===== src/logic/switch_monitor_map.vh =====
`ifndef SWITCH_MONITOR_MAP_VH
`define SWITCH_MONITOR_MAP_VH
// Frame length and response field positions (bit 16 of the word is index 15).
`define FRAME_BITS 16
`define RSP_MODE_HI 15
`define RSP_MODE_LO 14
`define RSP_ID_BIT 13
`define RSP_INT_BIT 12
`define RSP_GND_HI 11
`define RSP_GND_LO 6
`define RSP_PRG_HI 5
`define RSP_PRG_LO 2
`define RSP_BAT_HI 1
`define RSP_BAT_LO 0
// Mode encodings.
`define MODE_SLEEP 2'h0
`define MODE_NORMAL 2'h1
`define MODE_POLL 2'h2
`define MODE_POLL_TIMER 2'h3
// Command opcodes in bits [15:12] of the received word.
`define CMD_RUN 4'h1
`define CMD_TRISTATE 4'h3
`define CMD_TEST_BIT 15
`define RUN_MODE_HI 11
`define RUN_MODE_LO 10
// Reset value of the input enable register.
`define ENABLE_RESET 12'h000
`endif


===== src/logic/sync2.v =====
`timescale 1ns/10ps
// Two-stage synchroniser for signals arriving from outside the clock domain.
module sync2 #(
  parameter WIDTH = 1
) (
  input wire ref_clk,
  input wire reset_n,
  input wire [WIDTH-1:0] async_in,
  output reg [WIDTH-1:0] sync_out
);
  reg [WIDTH-1:0] meta_r;

  // The first stage feeds only the second stage.
  always @(posedge ref_clk or negedge reset_n)
  begin
    if (!reset_n)
    begin
      meta_r <= {WIDTH{1'b0}};
      sync_out <= {WIDTH{1'b0}};
    end
    else
    begin
      meta_r <= async_in;
      sync_out <= meta_r;
    end
  end
endmodule


===== src/logic/switch_monitor_spi_response.v =====
// How it works
// - A received word with bit 16 set enters test mode; other bits ignored.
// - Response bits 16:15 report mode: sleep, normal, polling, polling with timer.
// - Response bit 14 mirrors the primary/secondary strap pin, except in sleep, where it reads zero.
// - Response bit 13 is the inverse of the active-low interrupt output, except in sleep, where it reads zero.
// - The interrupt flag stays set while the interrupt remains uncleared.
// - Bits 12:7 ground, 6:3 programmable, 2:1 battery flags; one means closed.
// - Switch states are captured when chip select falls in normal and polling modes.
// - A disabled input always reports zero in its flag.
// - Disabled inputs have wetting and sustain currents off.
// - Reset clears all registers except the select history, which reads deselected, and enters sleep; sleep persists after release.
// - Only an SPI command takes the device out of sleep.
// - Run command mode bits: 01 normal, 10 polling, 11 polling timer, 00 sleep.
// - Reset clears all input enables; inputs stay disabled after leaving sleep.
`timescale 1ns/10ps
`include "switch_monitor_map.vh"
module switch_monitor_spi_response #(
  parameter NUM_GND = 6,
  parameter NUM_PRG = 4,
  parameter NUM_BAT = 2
) (
  input wire ref_clk,
  input wire reset_n,
  input wire spi_sclk,
  input wire spi_cs_n,
  input wire spi_mosi,
  output reg spi_miso,
  output wire spi_miso_oe_n,
  input wire primary_secondary_id,
  input wire [NUM_GND-1:0] ground_switch_in,
  input wire [NUM_PRG-1:0] programmable_switch_in,
  input wire [NUM_BAT-1:0] battery_switch_in,
  input wire interrupt_n,
  output wire [NUM_GND-1:0] ground_input_enable,
  output wire [NUM_PRG-1:0] programmable_input_enable,
  output wire [NUM_BAT-1:0] battery_input_enable,
  output wire [NUM_GND-1:0] ground_current_on,
  output wire [NUM_PRG-1:0] programmable_current_on,
  output wire [NUM_BAT-1:0] battery_current_on,
  output reg [1:0] operating_mode_bits,
  output reg test_mode,
  output reg frame_done
);
  localparam NSW = NUM_GND + NUM_PRG + NUM_BAT;
  localparam NIN = 4 + NSW;

  // Two-flop synchronisers for every pin from outside the clock domain.
  wire [NIN-1:0] pins_s;
  sync2 #(
    .WIDTH(NIN)
  ) u_sync (
    .ref_clk(ref_clk),
    .reset_n(reset_n),
    .async_in({spi_sclk, ~spi_cs_n, spi_mosi, primary_secondary_id,
      ground_switch_in, programmable_switch_in, battery_switch_in}),
    .sync_out(pins_s)
  );

  wire sclk_s = pins_s[NIN-1];
  // Select travels inverted so that the cleared synchroniser reads as deselected.
  wire cs_n_s = ~pins_s[NIN-2];
  wire mosi_s = pins_s[NIN-3];
  wire id_s = pins_s[NIN-4];
  wire [NSW-1:0] sw_s = pins_s[NSW-1:0];

  // Interrupt output of the device is on-chip logic, so it needs no synchroniser.
  reg sclk_d_r;
  reg cs_n_d_r;
  reg [NSW-1:0] enable_r;
  reg [`FRAME_BITS-1:0] shift_out_r;
  reg [`FRAME_BITS-1:0] shift_in_r;
  reg [4:0] bit_cnt_r;

  wire sclk_rise = sclk_s & ~sclk_d_r;
  wire sclk_fall = ~sclk_s & sclk_d_r;
  wire cs_fall = ~cs_n_s & cs_n_d_r;
  wire cs_rise = cs_n_s & ~cs_n_d_r;
  wire in_frame = ~cs_n_s;

  // Disabled inputs report zero and have their currents off.
  wire [NSW-1:0] masked_sw = sw_s & enable_r;
  assign ground_input_enable = enable_r[NSW-1:NUM_PRG+NUM_BAT];
  assign programmable_input_enable = enable_r[NUM_PRG+NUM_BAT-1:NUM_BAT];
  assign battery_input_enable = enable_r[NUM_BAT-1:0];
  assign ground_current_on = ground_input_enable;
  assign programmable_current_on = programmable_input_enable;
  assign battery_current_on = battery_input_enable;

  // The data pin is driven only while chip select is low.
  assign spi_miso_oe_n = cs_n_s;

  // Response word assembled at chip select fall.
  reg [`FRAME_BITS-1:0] response;
  always @*
  begin
    response = {`FRAME_BITS{1'b0}};
    response[`RSP_MODE_HI:`RSP_MODE_LO] = operating_mode_bits;
    if (operating_mode_bits != `MODE_SLEEP)
    begin
      response[`RSP_ID_BIT] = id_s;
      response[`RSP_INT_BIT] = ~interrupt_n;
      response[`RSP_GND_HI:`RSP_BAT_LO] = masked_sw;
    end
  end

  // Edge history of the synchronised link signals.
  always @(posedge ref_clk or negedge reset_n)
  begin
    if (!reset_n)
    begin
      sclk_d_r <= 1'b0;
      cs_n_d_r <= 1'b1;
    end
    else
    begin
      sclk_d_r <= sclk_s;
      cs_n_d_r <= cs_n_s;
    end
  end

  // Shifter: load on select fall, shift out on falling clock, sample on rising.
  always @(posedge ref_clk or negedge reset_n)
  begin
    if (!reset_n)
    begin
      shift_out_r <= {`FRAME_BITS{1'b0}};
      shift_in_r <= {`FRAME_BITS{1'b0}};
      bit_cnt_r <= 5'h00;
      spi_miso <= 1'b0;
    end
    else if (cs_fall)
    begin
      shift_out_r <= {response[`FRAME_BITS-2:0], 1'b0};
      spi_miso <= response[`FRAME_BITS-1];
      bit_cnt_r <= 5'h00;
    end
    else if (in_frame)
    begin
      if (sclk_rise)
      begin
        shift_in_r <= {shift_in_r[`FRAME_BITS-2:0], mosi_s};
        bit_cnt_r <= bit_cnt_r + 5'h01;
      end
      if (sclk_fall)
      begin
        spi_miso <= shift_out_r[`FRAME_BITS-1];
        shift_out_r <= {shift_out_r[`FRAME_BITS-2:0], 1'b0};
      end
    end
  end

  // Command decode at chip select rise after exactly sixteen bits.
  wire cmd_valid = cs_rise & (bit_cnt_r == 5'h10);
  wire [3:0] opcode = shift_in_r[15:12];
  always @(posedge ref_clk or negedge reset_n)
  begin
    if (!reset_n)
    begin
      operating_mode_bits <= `MODE_SLEEP;
      enable_r <= `ENABLE_RESET;
      test_mode <= 1'b0;
      frame_done <= 1'b0;
    end
    else
    begin
      frame_done <= cmd_valid;
      if (cmd_valid)
      begin
        if (shift_in_r[`CMD_TEST_BIT])
          test_mode <= 1'b1;
        else if (opcode == `CMD_RUN)
          operating_mode_bits <= shift_in_r[`RUN_MODE_HI:`RUN_MODE_LO];
        else if (opcode == `CMD_TRISTATE)
          enable_r <= shift_in_r[NSW-1:0];
      end
    end
  end
endmodule


===== config.mk =====
export PLATFORM = sky130hd
export DESIGN_NAME = switch_monitor_spi_response
export DESIGN_NICKNAME = d
export VERILOG_FILES = /design/src/logic/sync2.v /design/src/logic/switch_monitor_spi_response.v
export VERILOG_INCLUDE_DIRS = /design/src /design/src/logic
export SDC_FILE = /design/constraint.sdc
export NUM_CORES = 1
export LEC_CHECK = 0
export ABC_CLOCK_PERIOD_IN_PS = 1900
export BUFFER_PORTS_ARGS = -buffer_cell sky130_fd_sc_hd__buf_2
export CORE_UTILIZATION = 56
export CTS_CLUSTER_SIZE = 14
export DETAILED_ROUTE_END_ITERATION = 16
export GPL_ROUTABILITY_DRIVEN = 1
export GPL_TIMING_DRIVEN = 0
export PLACE_DENSITY = 0.79
export SETUP_SLACK_MARGIN = 0.15
export SYNTH_ARGS = -nofsm -noshare
export SYNTH_HDL_FRONTEND = slang
export SYNTH_HIERARCHICAL = 1
export SYNTH_SLANG_ARGS = --single-unit

===== constraint.sdc =====
create_clock -name ref_clk -period 1.9 [get_ports ref_clk]
set_input_delay 0.475 -clock ref_clk [delete_from_list [all_inputs] [get_ports ref_clk]]
set_output_delay 0.475 -clock ref_clk [all_outputs]
set_load 0.02 [all_outputs]

==> results of run 1 <==
## where the power goes
group          total, mW  internal, mW  switching (mW)  leakage, nW
sequential          1.99          1.94          0.0548         1.13
combinational      0.198        0.0958           0.102        0.819
clock               1.52         0.903           0.613        0.119
## registers in the layout, summed over array words and instances, names as in the netlist
signal / cells
shift_in_r: 16
enable_r: 12
cs_n_d_r: 1
frame_done: 1
shift_out_r: 15
operating_mode_bits: 2
u_sync/sync_out: 16
spi_miso: 1
test_mode: 1
sclk_d_r: 1
bit_cnt_r: 5
u_sync/meta_r: 16
## placed cells by master (no fill, tap or decap), drive strengths merged, types with 2 or more instances in the layout
| cell | n |
|---|---|
| dfrtp | 86 |
| buf | 69 |
| mux2 | 47 |
| a32o | 11 |
| clkbuf | 11 |
| inv | 7 |
| o21ai | 3 |
| bufinv | 3 |
| nand2 | 3 |
| and2 | 2 |
| nor2b | 2 |
| nand3b | 2 |
| nand4b | 2 |
| or3 | 2 |
| a21boi | 2 |
| a22o | 2 |
| ha | 2 |
## worst min path at each step
| stage | from | endpoint | slack [ps] | cells after the start |
|---|---|---|---|---|
| after floorplan | reset_n | bit_cnt_r[0]$_DFFE_PN0P_ | 180 | 0 |
| after detailed placement | u_sync/meta_r[6]$_DFF_PN0_ | u_sync/sync_out[6]$_DFF_PN0_ | 330 | 0 |
| after global routing | ground_switch_in[1] | u_sync/meta_r[7]$_DFF_PN0_ | 200 | 1 |
| final | ground_switch_in[3] | u_sync/meta_r[9]$_DFF_PN0_ | 220 | 1 |
| after global placement | u_sync/meta_r[6]$_DFF_PN0_ | u_sync/sync_out[6]$_DFF_PN0_ | 330 | 0 |
| after CTS | ground_switch_in[1] | u_sync/meta_r[7]$_DFF_PN0_ | 200 | 1 |
## kinds of logic (layout without fill, tap and decap cells)
| logic type | after synthesis | in the layout |
|---|---|---|
| xor+xnor | 1 | 1 |
| mux | 48 | 48 |
| simple gates | 19 | 19 |
| flops | 87 | 87 |
| buf+inv | 27 | 93 |
| compound gates | 25 | 25 |
| fa+ha+maj | 2 | 2 |
## layout make-up
class,count,area (um^2),area share (%)
Buffer,20,153,3.87
Clock inverter,5,106,2.69
Clock buffer,10,138,3.49
Sequential cell,87,2180,55.2
Tap cell,72,90.1,2.28
Inverter,7,26.3,0.665
Timing Repair Buffer,51,288,7.29
Multi-Input combinational cell,95,970,24.6
## what timing repair did
| action | 4_1_cts | 5_1_grt |
|---|---|---|
| endpoints found under the hold margin | 16 | 0 |
| hold buffers | 1 | 0 |
| pin swaps | 0 | 1 |
| setup buffers | 0 | 1 |
| gates resized for setup | 5 | 1 |
| endpoints found under the setup margin | 21 | 16 |
## per-layer routing
layer | routed length, um | vias up | GRT usage [%]
met5 | 0 | - | 0
met4 | 110 | 0 | 9.82
met3 | 177 | 12 | 5.98
met2 | 2610 | 34 | 31.2
met1 | 2430 | 965 | 25.2
li1 | - | 859 | -
## metrics by stage
step	instance area [um^2]	hold WS (ps)	cells
floorplan	3310	179	209
global route	3950	199	347
CTS	3940	203	346
detailed placement	3670	335	330
finish	3950	220	347
global placement	3640	332	329
==> impl_metrics.csv, run 1 <==
group,metric,value,unit
routing,vias_per_cell,5.39,
critical_path,crit_path_end_kind,"register",
die,ios,49,
placement,gp_congestion,0.734,
routing,totalWireLength,5330,um
sta,min_period_over_period,88.2,%
routing,postRouteAntennaNets,0,
sta,fin_crit,1680,ps
sta,setup_tns,0,ps
critical_path,startpoint,"cs_n_d_r$_DFF_PN1_",
critical_path,r2r_start,"cs_n_d_r$_DFF_PN1_",
die,core,0.00561,mm^2
cts,cts_buffers,9,
sta,relSlewSlack,77.7,%
sta,setup_ws,225,ps
placement,place_ws,43.6,ps
critical_path,cpMaxStageDelayCell,"dfstp_2",
pwr,ir_drop,0.585,mV
yosys,yosys_warnings,6,
yosys,synth_cells,209,
outcome,outcome,"finished, final reports clean",
layout,diodes,0,
routing,drt_pass1_iterations,4,
die,die-width,78.9,um
sta,tightest_slew,334,ps
cts,clk_latency,350,ps
sta,slew_violations,0,
yosys,synth_xor_area_share,0.264,%
layout,syn_to_final_growth,19.2,%
flow_run,cap_violations,0,
global_route,antenna_found_initial,0,
die,start_util,59.1,%
critical_path,worstPathMaxFanout,10,
critical_path,rr_worst_depth,5,
cts,tritoncts,"yes",
layout,layout.nets,292,
yosys,synth-adder-area-share,0.756,%
global_route,grt_max_degree,72,
sta,rsz0062_at_grt,"true",
die,die_h,78.9,um
global_route,grt_pass1_wl,8920,um
hold_path,hp-class,"input pin to register",
yosys,synth_area_per_cell,15.8,um^2
yosys,synth_area_leaders,"dfrtp_1, mux2_2, mux2_4, a32o_1, buf_4",
global_route,track_usage,19.8,%
cts,clock_sinks,87,
layout,fillers,401,
critical_path,timing.critical_path.to,"shift_out_r[11]$_DFFE_PN0P_",
sta,setup_viol,0,
sta,skew,6.74,ps
yosys,ys_top_cells_by_count,"dfrtp_1, mux2_2, buf_4",
routing,drc,0,
yosys,yosys-mux-area-fraction,17.4,%
cts,path_clk_slew,80,ps
yosys,yosysTopAreaCell,"dfrtp_1",
routing,avgRoutedWirePerCell,15.4,um
yosys,ys_ff_latch,87,
cts,cts_max_level,3,
yosys,synthSimpleGateAreaFrac,4.23,%
layout,drive_gt1_share,49.8,%
critical_path,cp.depth,5,
yosys,ys.flop_type,"dfrtp_1",
pwr,power,3.70,mW
yosys,synth-async-reset-ratio,100,%
yosys,synth_area,0.00331,mm^2
sta,fmax,0.597,GHz
critical_path,critPathKind,"register to register",
critical_path,ff2ff_setup_slack,220,ps
placement,hpwl,3630,um
yosys,synth_most_common_cell,"dfrtp_1",
global_route,grt_pass1_vias,1835,
placement,io_buffers,48,
critical_path,cp.arrival,1910,ps
global_route,grt-ovfl-total,0,
yosys,seq_area_frac_synth,65.8,%
cts,cts_root_buf,"clkbuf_8",
yosys,syn_nets,230,
yosys,netlist-cell-type-count,36,
critical_path,r2r_end,"shift_out_r[11]$_DFFE_PN0P_",
yosys,synth_edf_count,0,
yosys,synth_compound_area_share,6.38,%
pwr,p_leak,2.07,nW
yosys,synth_top_family_by_area,"multiplexers",
layout,final_core_utilization,70.4,%
sta,hold_viol,0,
critical_path,worstPathCellList,"buf_6 > o21a_1 > buf_2 > buf_4 > mux2_2",
critical_path,cp.required,2140,ps
die,fp.dieArea,0.00623,mm^2
routing,vias,1870,
critical_path,path_buf_inv,3,
routing,first_iter_violations,76,
die,row_count,27,
yosys,synth_top_cell_area_share,65.0,%
critical_path,startpoint_type,"register",
critical_path,cp_slowest_stage_delay,530,ps
pwr,p_per_area,938,mW/mm^2
critical_path,crit_family,"buffers and inverters",
cts,cts_max_path_buffers,2,
Note: power is estimated with default switching activity, not from simulation.
==> run 2, diff against run 1 <==
Settings changed: CORE_UTILIZATION 56 to 35, CTS_BUF_LIST set to sky130_fd_sc_hd__clkbuf_8 sky130_fd_sc_hd__clkbuf_16, PLACE_DENSITY 0.79 to 0.55.
==> impl_metrics.csv, run 2 (synthesis results as in run 1) <==
group,metric,value,unit
cts,cts_max_level,3,
layout,layout.nets,297,
die,core,0.00920,mm^2
global_route,grt_max_degree,58,
cts,clk_latency,350,ps
cts,cts_root_buf,"clkbuf_8",
layout,syn_to_final_growth,21.0,%
sta,slew_violations,0,
routing,totalWireLength,5650,um
routing,drc,0,
pwr,p_leak,2.09,nW
hold_path,hp-class,"input pin to async pin",
critical_path,rr_worst_depth,5,
cts,ctsHoldBuffers,0,
global_route,grt-ovfl-total,0,
critical_path,r2r_start,"cs_n_d_r$_DFF_PN1_",
critical_path,worstPathCellList,"buf_6 > nand2_2 > clkbuf_4 > a32o_1 > mux2_2",
sta,min_period_over_period,87.3,%
critical_path,r2r_end,"shift_out_r[7]$_DFFE_PN0P_",
cts,clock_sinks,87,
critical_path,crit_family,"flip-flops",
routing,vias_per_cell,4.67,
die,row_count,35,
routing,postRouteAntennaNets,0,
sta,fin_crit,1660,ps
critical_path,startpoint_type,"register",
cts,path_clk_slew,80,ps
outcome,outcome,"finished, final reports clean",
routing,avgRoutedWirePerCell,14.4,um
sta,setup_ws,242,ps
critical_path,crit_path_end_kind,"register",
sta,rsz0062_at_grt,"false",
layout,diodes,0,
pwr,power,3.54,mW
routing,vias,1830,
placement,hpwl,3780,um
global_route,grt_pass1_vias,1769,
cts,cts_buffers,9,
sta,holdWs,54.5,ps
sta,skew,7.91,ps
critical_path,ff2ff_setup_slack,240,ps
sta,fmax,0.603,GHz
critical_path,cp_slowest_stage_delay,530,ps
critical_path,cp.arrival,1900,ps
global_route,track_usage,12.7,%
cts,tritoncts,"yes",
sta,tightest_slew,429,ps
placement,gp_congestion,0.661,
critical_path,cp.required,2140,ps
pwr,ir_drop,0.400,mV
global_route,antenna_found_initial,0,
sta,setup_tns,0,ps
layout,reg.largest.list,"shift_in_r x16, u_sync/meta_r x16, u_sync/sync_out x16",
routing,first_iter_violations,58,
die,die_h,99.3,um
global_route,grt_pass1_wl,9330,um
critical_path,cpMaxStageDelayCell,"dfstp_2",
layout,drive_gt1_share,50.9,%
critical_path,critPathKind,"register to register",
die,ios,49,
placement,io_buffers,48,
sta,setup_viol,0,
sta,hold_viol,0,
critical_path,path_buf_inv,2,
die,start_util,36.0,%
critical_path,worstPathMaxFanout,10,
placement,place_ws,-11.9,ps
flow_run,cap_violations,0,
sta,relSlewSlack,71.4,%
layout,layout_commonest_cell,"dfrtp_1",
layout,layout_common_cells,"dfrtp_1, buf_2, mux2_2",
cts,cts_max_path_buffers,2,
die,fp.dieArea,0.00986,mm^2
die,die-width,99.3,um
pwr,p_per_area,884,mW/mm^2
routing,drt_pass1_iterations,5,
run 2: how the worst max path moves through the flow:
stage | from | end | slack, ps | depth (start not counted)
6_report | cs_n_d_r$_DFF_PN1_ | shift_out_r[7]$_DFFE_PN0P_ | 240 | 5
5_1_grt | u_sync/sync_out[14]$_DFF_PN0_ | shift_in_r[1]$_DFFE_PN0P_ | 140 | 5
4_1_cts | cs_n_d_r$_DFF_PN1_ | shift_out_r[8]$_DFFE_PN0P_ | 190 | 5
3_5_place_dp | cs_n_d_r$_DFF_PN1_ | shift_out_r[8]$_DFFE_PN0P_ | -10 | 5
3_3_place_gp | reset_n | u_sync/meta_r[13]$_DFF_PN0_ | -410 | 1
2_1_floorplan | cs_n_d_r$_DFF_PN1_ | shift_out_r[10]$_DFFE_PN0P_ | 330 | 5
run 2: layer usage:
layer | GRT usage, % | vias to the layer above | wire (um) | part of all wire (%)
li1 | - | 864 | - | -
met1 | 17.3 | 922 | 2680 | 47
met2 | 18.3 | 36 | 2610 | 46
met3 | 3.87 | 8 | 255 | 4.5
met4 | 6.45 | 0 | 98 | 1.7
met5 | 0 | - | 0 | 0
run 2: power breakdown:
group	leakage, nW	internal [mW]	switching [mW]
registers	1.13	1.94	0.0516
clock network	0.106	0.731	0.625
logic	0.853	0.0989	0.102
run 2: through the flow:
step	instance area [um^2]	cells	utilization (%)
6_report	4010	392	43.6
5_1_grt	4010	392	43.6
4_1_cts	3950	385	42.9
3_5_place_dp	3720	369	40.5
3_3_place_gp	3690	368	40.1
2_1_floorplan	3310	209	-
run 2: repair_timing:
item | in CTS | in global routing
pin swaps | 0 | 2
endpoints found under the setup margin | 22 | 26
resized for setup | 6 | 2
buffers inserted | 0 | 7
run 2: layout make-up:
| class | instances | area, um^2 |
|---|---|---|
| Fill cell | 854 | 5190 |
| Sequential cell | 87 | 2180 |
| Multi-Input combinational cell | 95 | 970 |
| Timing Repair Buffer | 56 | 323 |
| Buffer | 20 | 160 |
| Tap cell | 111 | 139 |
| Clock buffer | 9 | 124 |
| Clock inverter | 7 | 88.8 |
| Inverter | 7 | 26.3 |
==> run 3, diff against run 2 <==
Settings changed: CELL_PAD_IN_SITES_DETAIL_PLACEMENT set to 0, CELL_PAD_IN_SITES_GLOBAL_PLACEMENT set to 1, PLACE_DENSITY 0.55 to 0.64.
==> impl_metrics.csv, run 3 (synthesis results as in run 1) <==
group,metric,value,unit
sta,min_period_over_period,87.2,%
cts,clock_sinks,87,
placement,io_buffers,48,
critical_path,critPathKind,"register to register",
cts,clk_latency,350,ps
critical_path,worstPathCellList,"buf_6 > o21a_1 > buf_2 > buf_6 > mux2_2",
critical_path,rr_worst_depth,5,
global_route,grt_pass1_vias,1871,
sta,fmax,0.603,GHz
critical_path,crit_family,"buffers and inverters",
sta,relSlewSlack,70.1,%
cts,cts_max_path_buffers,2,
global_route,grt-ovfl-total,0,
routing,vias_per_cell,4.70,
sta,rsz0062_at_grt,"false",
global_route,grtUsageMet2,19.9,%
die,die-width,99.3,um
global_route,track_usage,13.1,%
layout,diodes,0,
routing,avgRoutedWirePerCell,14.6,um
global_route,top_usage_layer,"met2",
die,start_util,36.0,%
cts,cts_buffers,9,
sta,setup_viol,0,
layout,syn_to_final_growth,20.3,%
placement,dp.cells,369,
cts,cts_root_buf,"clkbuf_8",
critical_path,worstPathMaxFanout,10,
routing,drc,0,
routing,drt_pass1_iterations,4,
global_route,grtUsageMet3,2.53,%
layout,final_cell_area,0.00398,mm^2
sta,hold_viol,0,
routing,first_iter_violations,37,
die,die_h,99.3,um
placement,placed_area,0.00372,mm^2
critical_path,r2r_end,"shift_out_r[4]$_DFFE_PN0P_",
die,core,0.00920,mm^2
hold_path,hp-class,"input pin to register",
critical_path,startpoint_type,"register",
critical_path,path_buf_inv,3,
die,ios,49,
sta,setup_ws,243,ps
cts,tritoncts,"yes",
pwr,power,3.50,mW
layout,layout_commonest_cell,"dfrtp_1",
die,fp.dieArea,0.00986,mm^2
critical_path,cp.required,2140,ps
die,row_count,35,
cts,path_clk_slew,90,ps
hold_path,hold_end,"u_sync/meta_r[9]$_DFF_PN0_",
placement,place_ws,-2.75,ps
routing,postRouteAntennaNets,0,
critical_path,cpMostUsedCell,"buf_6",
critical_path,cpMaxStageDelayCell,"dfstp_2",
hold_path,min_from,"ground_switch_in[3]",
placement,hpwl,3810,um
pwr,ir_drop,0.340,mV
global_route,grt_max_degree,68,
routing,vias,1825,
global_route,met1_usage,17.8,%
sta,slew_violations,0,
routing,totalWireLength,5680,um
cts,cts_max_level,3,
sta,skew,7.89,ps
pwr,p_per_area,878,mW/mm^2
layout,layout.nets,293,
layout,layout.cells.non_filler,388,
layout,layout_common_cells,"dfrtp_1, buf_2, mux2_2",
hold_path,whs_path_depth,1,
sta,fin_crit,1660,ps
sta,tightest_slew,448,ps
critical_path,ff2ff_setup_slack,240,ps
critical_path,cp_slowest_stage_delay,530,ps
critical_path,crit_path_end_kind,"register",
global_route,antenna_found_initial,0,
placement,gp_congestion,0.670,
flow_run,cap_violations,0,
pwr,p_leak,2.06,nW
layout,drive_gt1_share,50.2,%
outcome,outcome,"finished, final reports clean",
critical_path,r2r_start,"cs_n_d_r$_DFF_PN1_",
critical_path,cp.arrival,1900,ps
layout,reg.largest.list,"shift_in_r x16, u_sync/meta_r x16, u_sync/sync_out x16",
global_route,grt_pass1_wl,9700,um
## run 3: cell count changes in the layout (fill, tap and decap cells not counted)
cell | previous run | this run
inv_1 | 8 | 7
nand4_4 | 0 | 1
buf_4 | 22 | 19
clkbuf_4 | 1 | 0
dlygate4sd3_1 | 0 | 1
bufinv_16 | 2 | 1
clkinv_2 | 2 | 0
nand4_2 | 1 | 0
clkinv_4 | 0 | 1
inv_6 | 0 | 3
buf_2 | 49 | 48
## run 3: layer usage
| metal | wire, um | vias to the layer above |
|---|---|---|
| met5 | 0 | - |
| met4 | 138 | 0 |
| met3 | 175 | 11 |
| met1 | 2620 | 925 |
| met2 | 2740 | 29 |
| li1 | - | 860 |
## run 3: worst max path at each step
stage                                       start                           to  slack, ps  cells past startpoint
finish                         cs_n_d_r$_DFF_PN1_   shift_out_r[4]$_DFFE_PN0P_        240                      5
global route             bit_cnt_r[0]$_DFFE_PN0P_     enable_r[11]$_DFFE_PN0P_        140                      6
CTS                 u_sync/sync_out[14]$_DFF_PN0_   shift_in_r[14]$_DFFE_PN0P_        170                      5
detailed placement             cs_n_d_r$_DFF_PN1_   shift_out_r[7]$_DFFE_PN0P_         -3                      5
global placement                          reset_n  u_sync/meta_r[13]$_DFF_PN0_       -410                      1
floorplan                      cs_n_d_r$_DFF_PN1_  shift_out_r[10]$_DFFE_PN0P_        330                      5
## run 3: repair_timing
action / 4_1_cts / 5_1_grt
hold buffers: 1 / 0
endpoints found under the setup margin: 22 / 30
resized for setup: 6 / 6
setup buffers: 0 / 2
pin swaps: 0 / 3
endpoints found under the hold margin: 20 / 0
## run 3: layout make-up
class,count,area (um^2)
Multi-Input combinational cell,95,978
Clock inverter,7,80.1
Inverter,7,26.3
Buffer,20,163
Tap cell,111,139
Sequential cell,87,2180
Clock buffer,9,124
Timing Repair Buffer,52,295
Fill cell,859,5210
## run 3: power by group
group / internal [mW] / switching [mW]
combinational: 0.0975 / 0.104
sequential: 1.94 / 0.0535
clock: 0.623 / 0.682
total: 2.66 / 0.840
## run 3: per-stage QoR
step	hold slack (ps)	utilization [%]	setup TNS (ps)
2_1_floorplan	179	-	0
3_3_place_gp	333	40.1	-34420
3_5_place_dp	335	40.5	-4.18
4_1_cts	197	43.0	0
5_1_grt	198	43.3	0
6_report	219	43.3	0
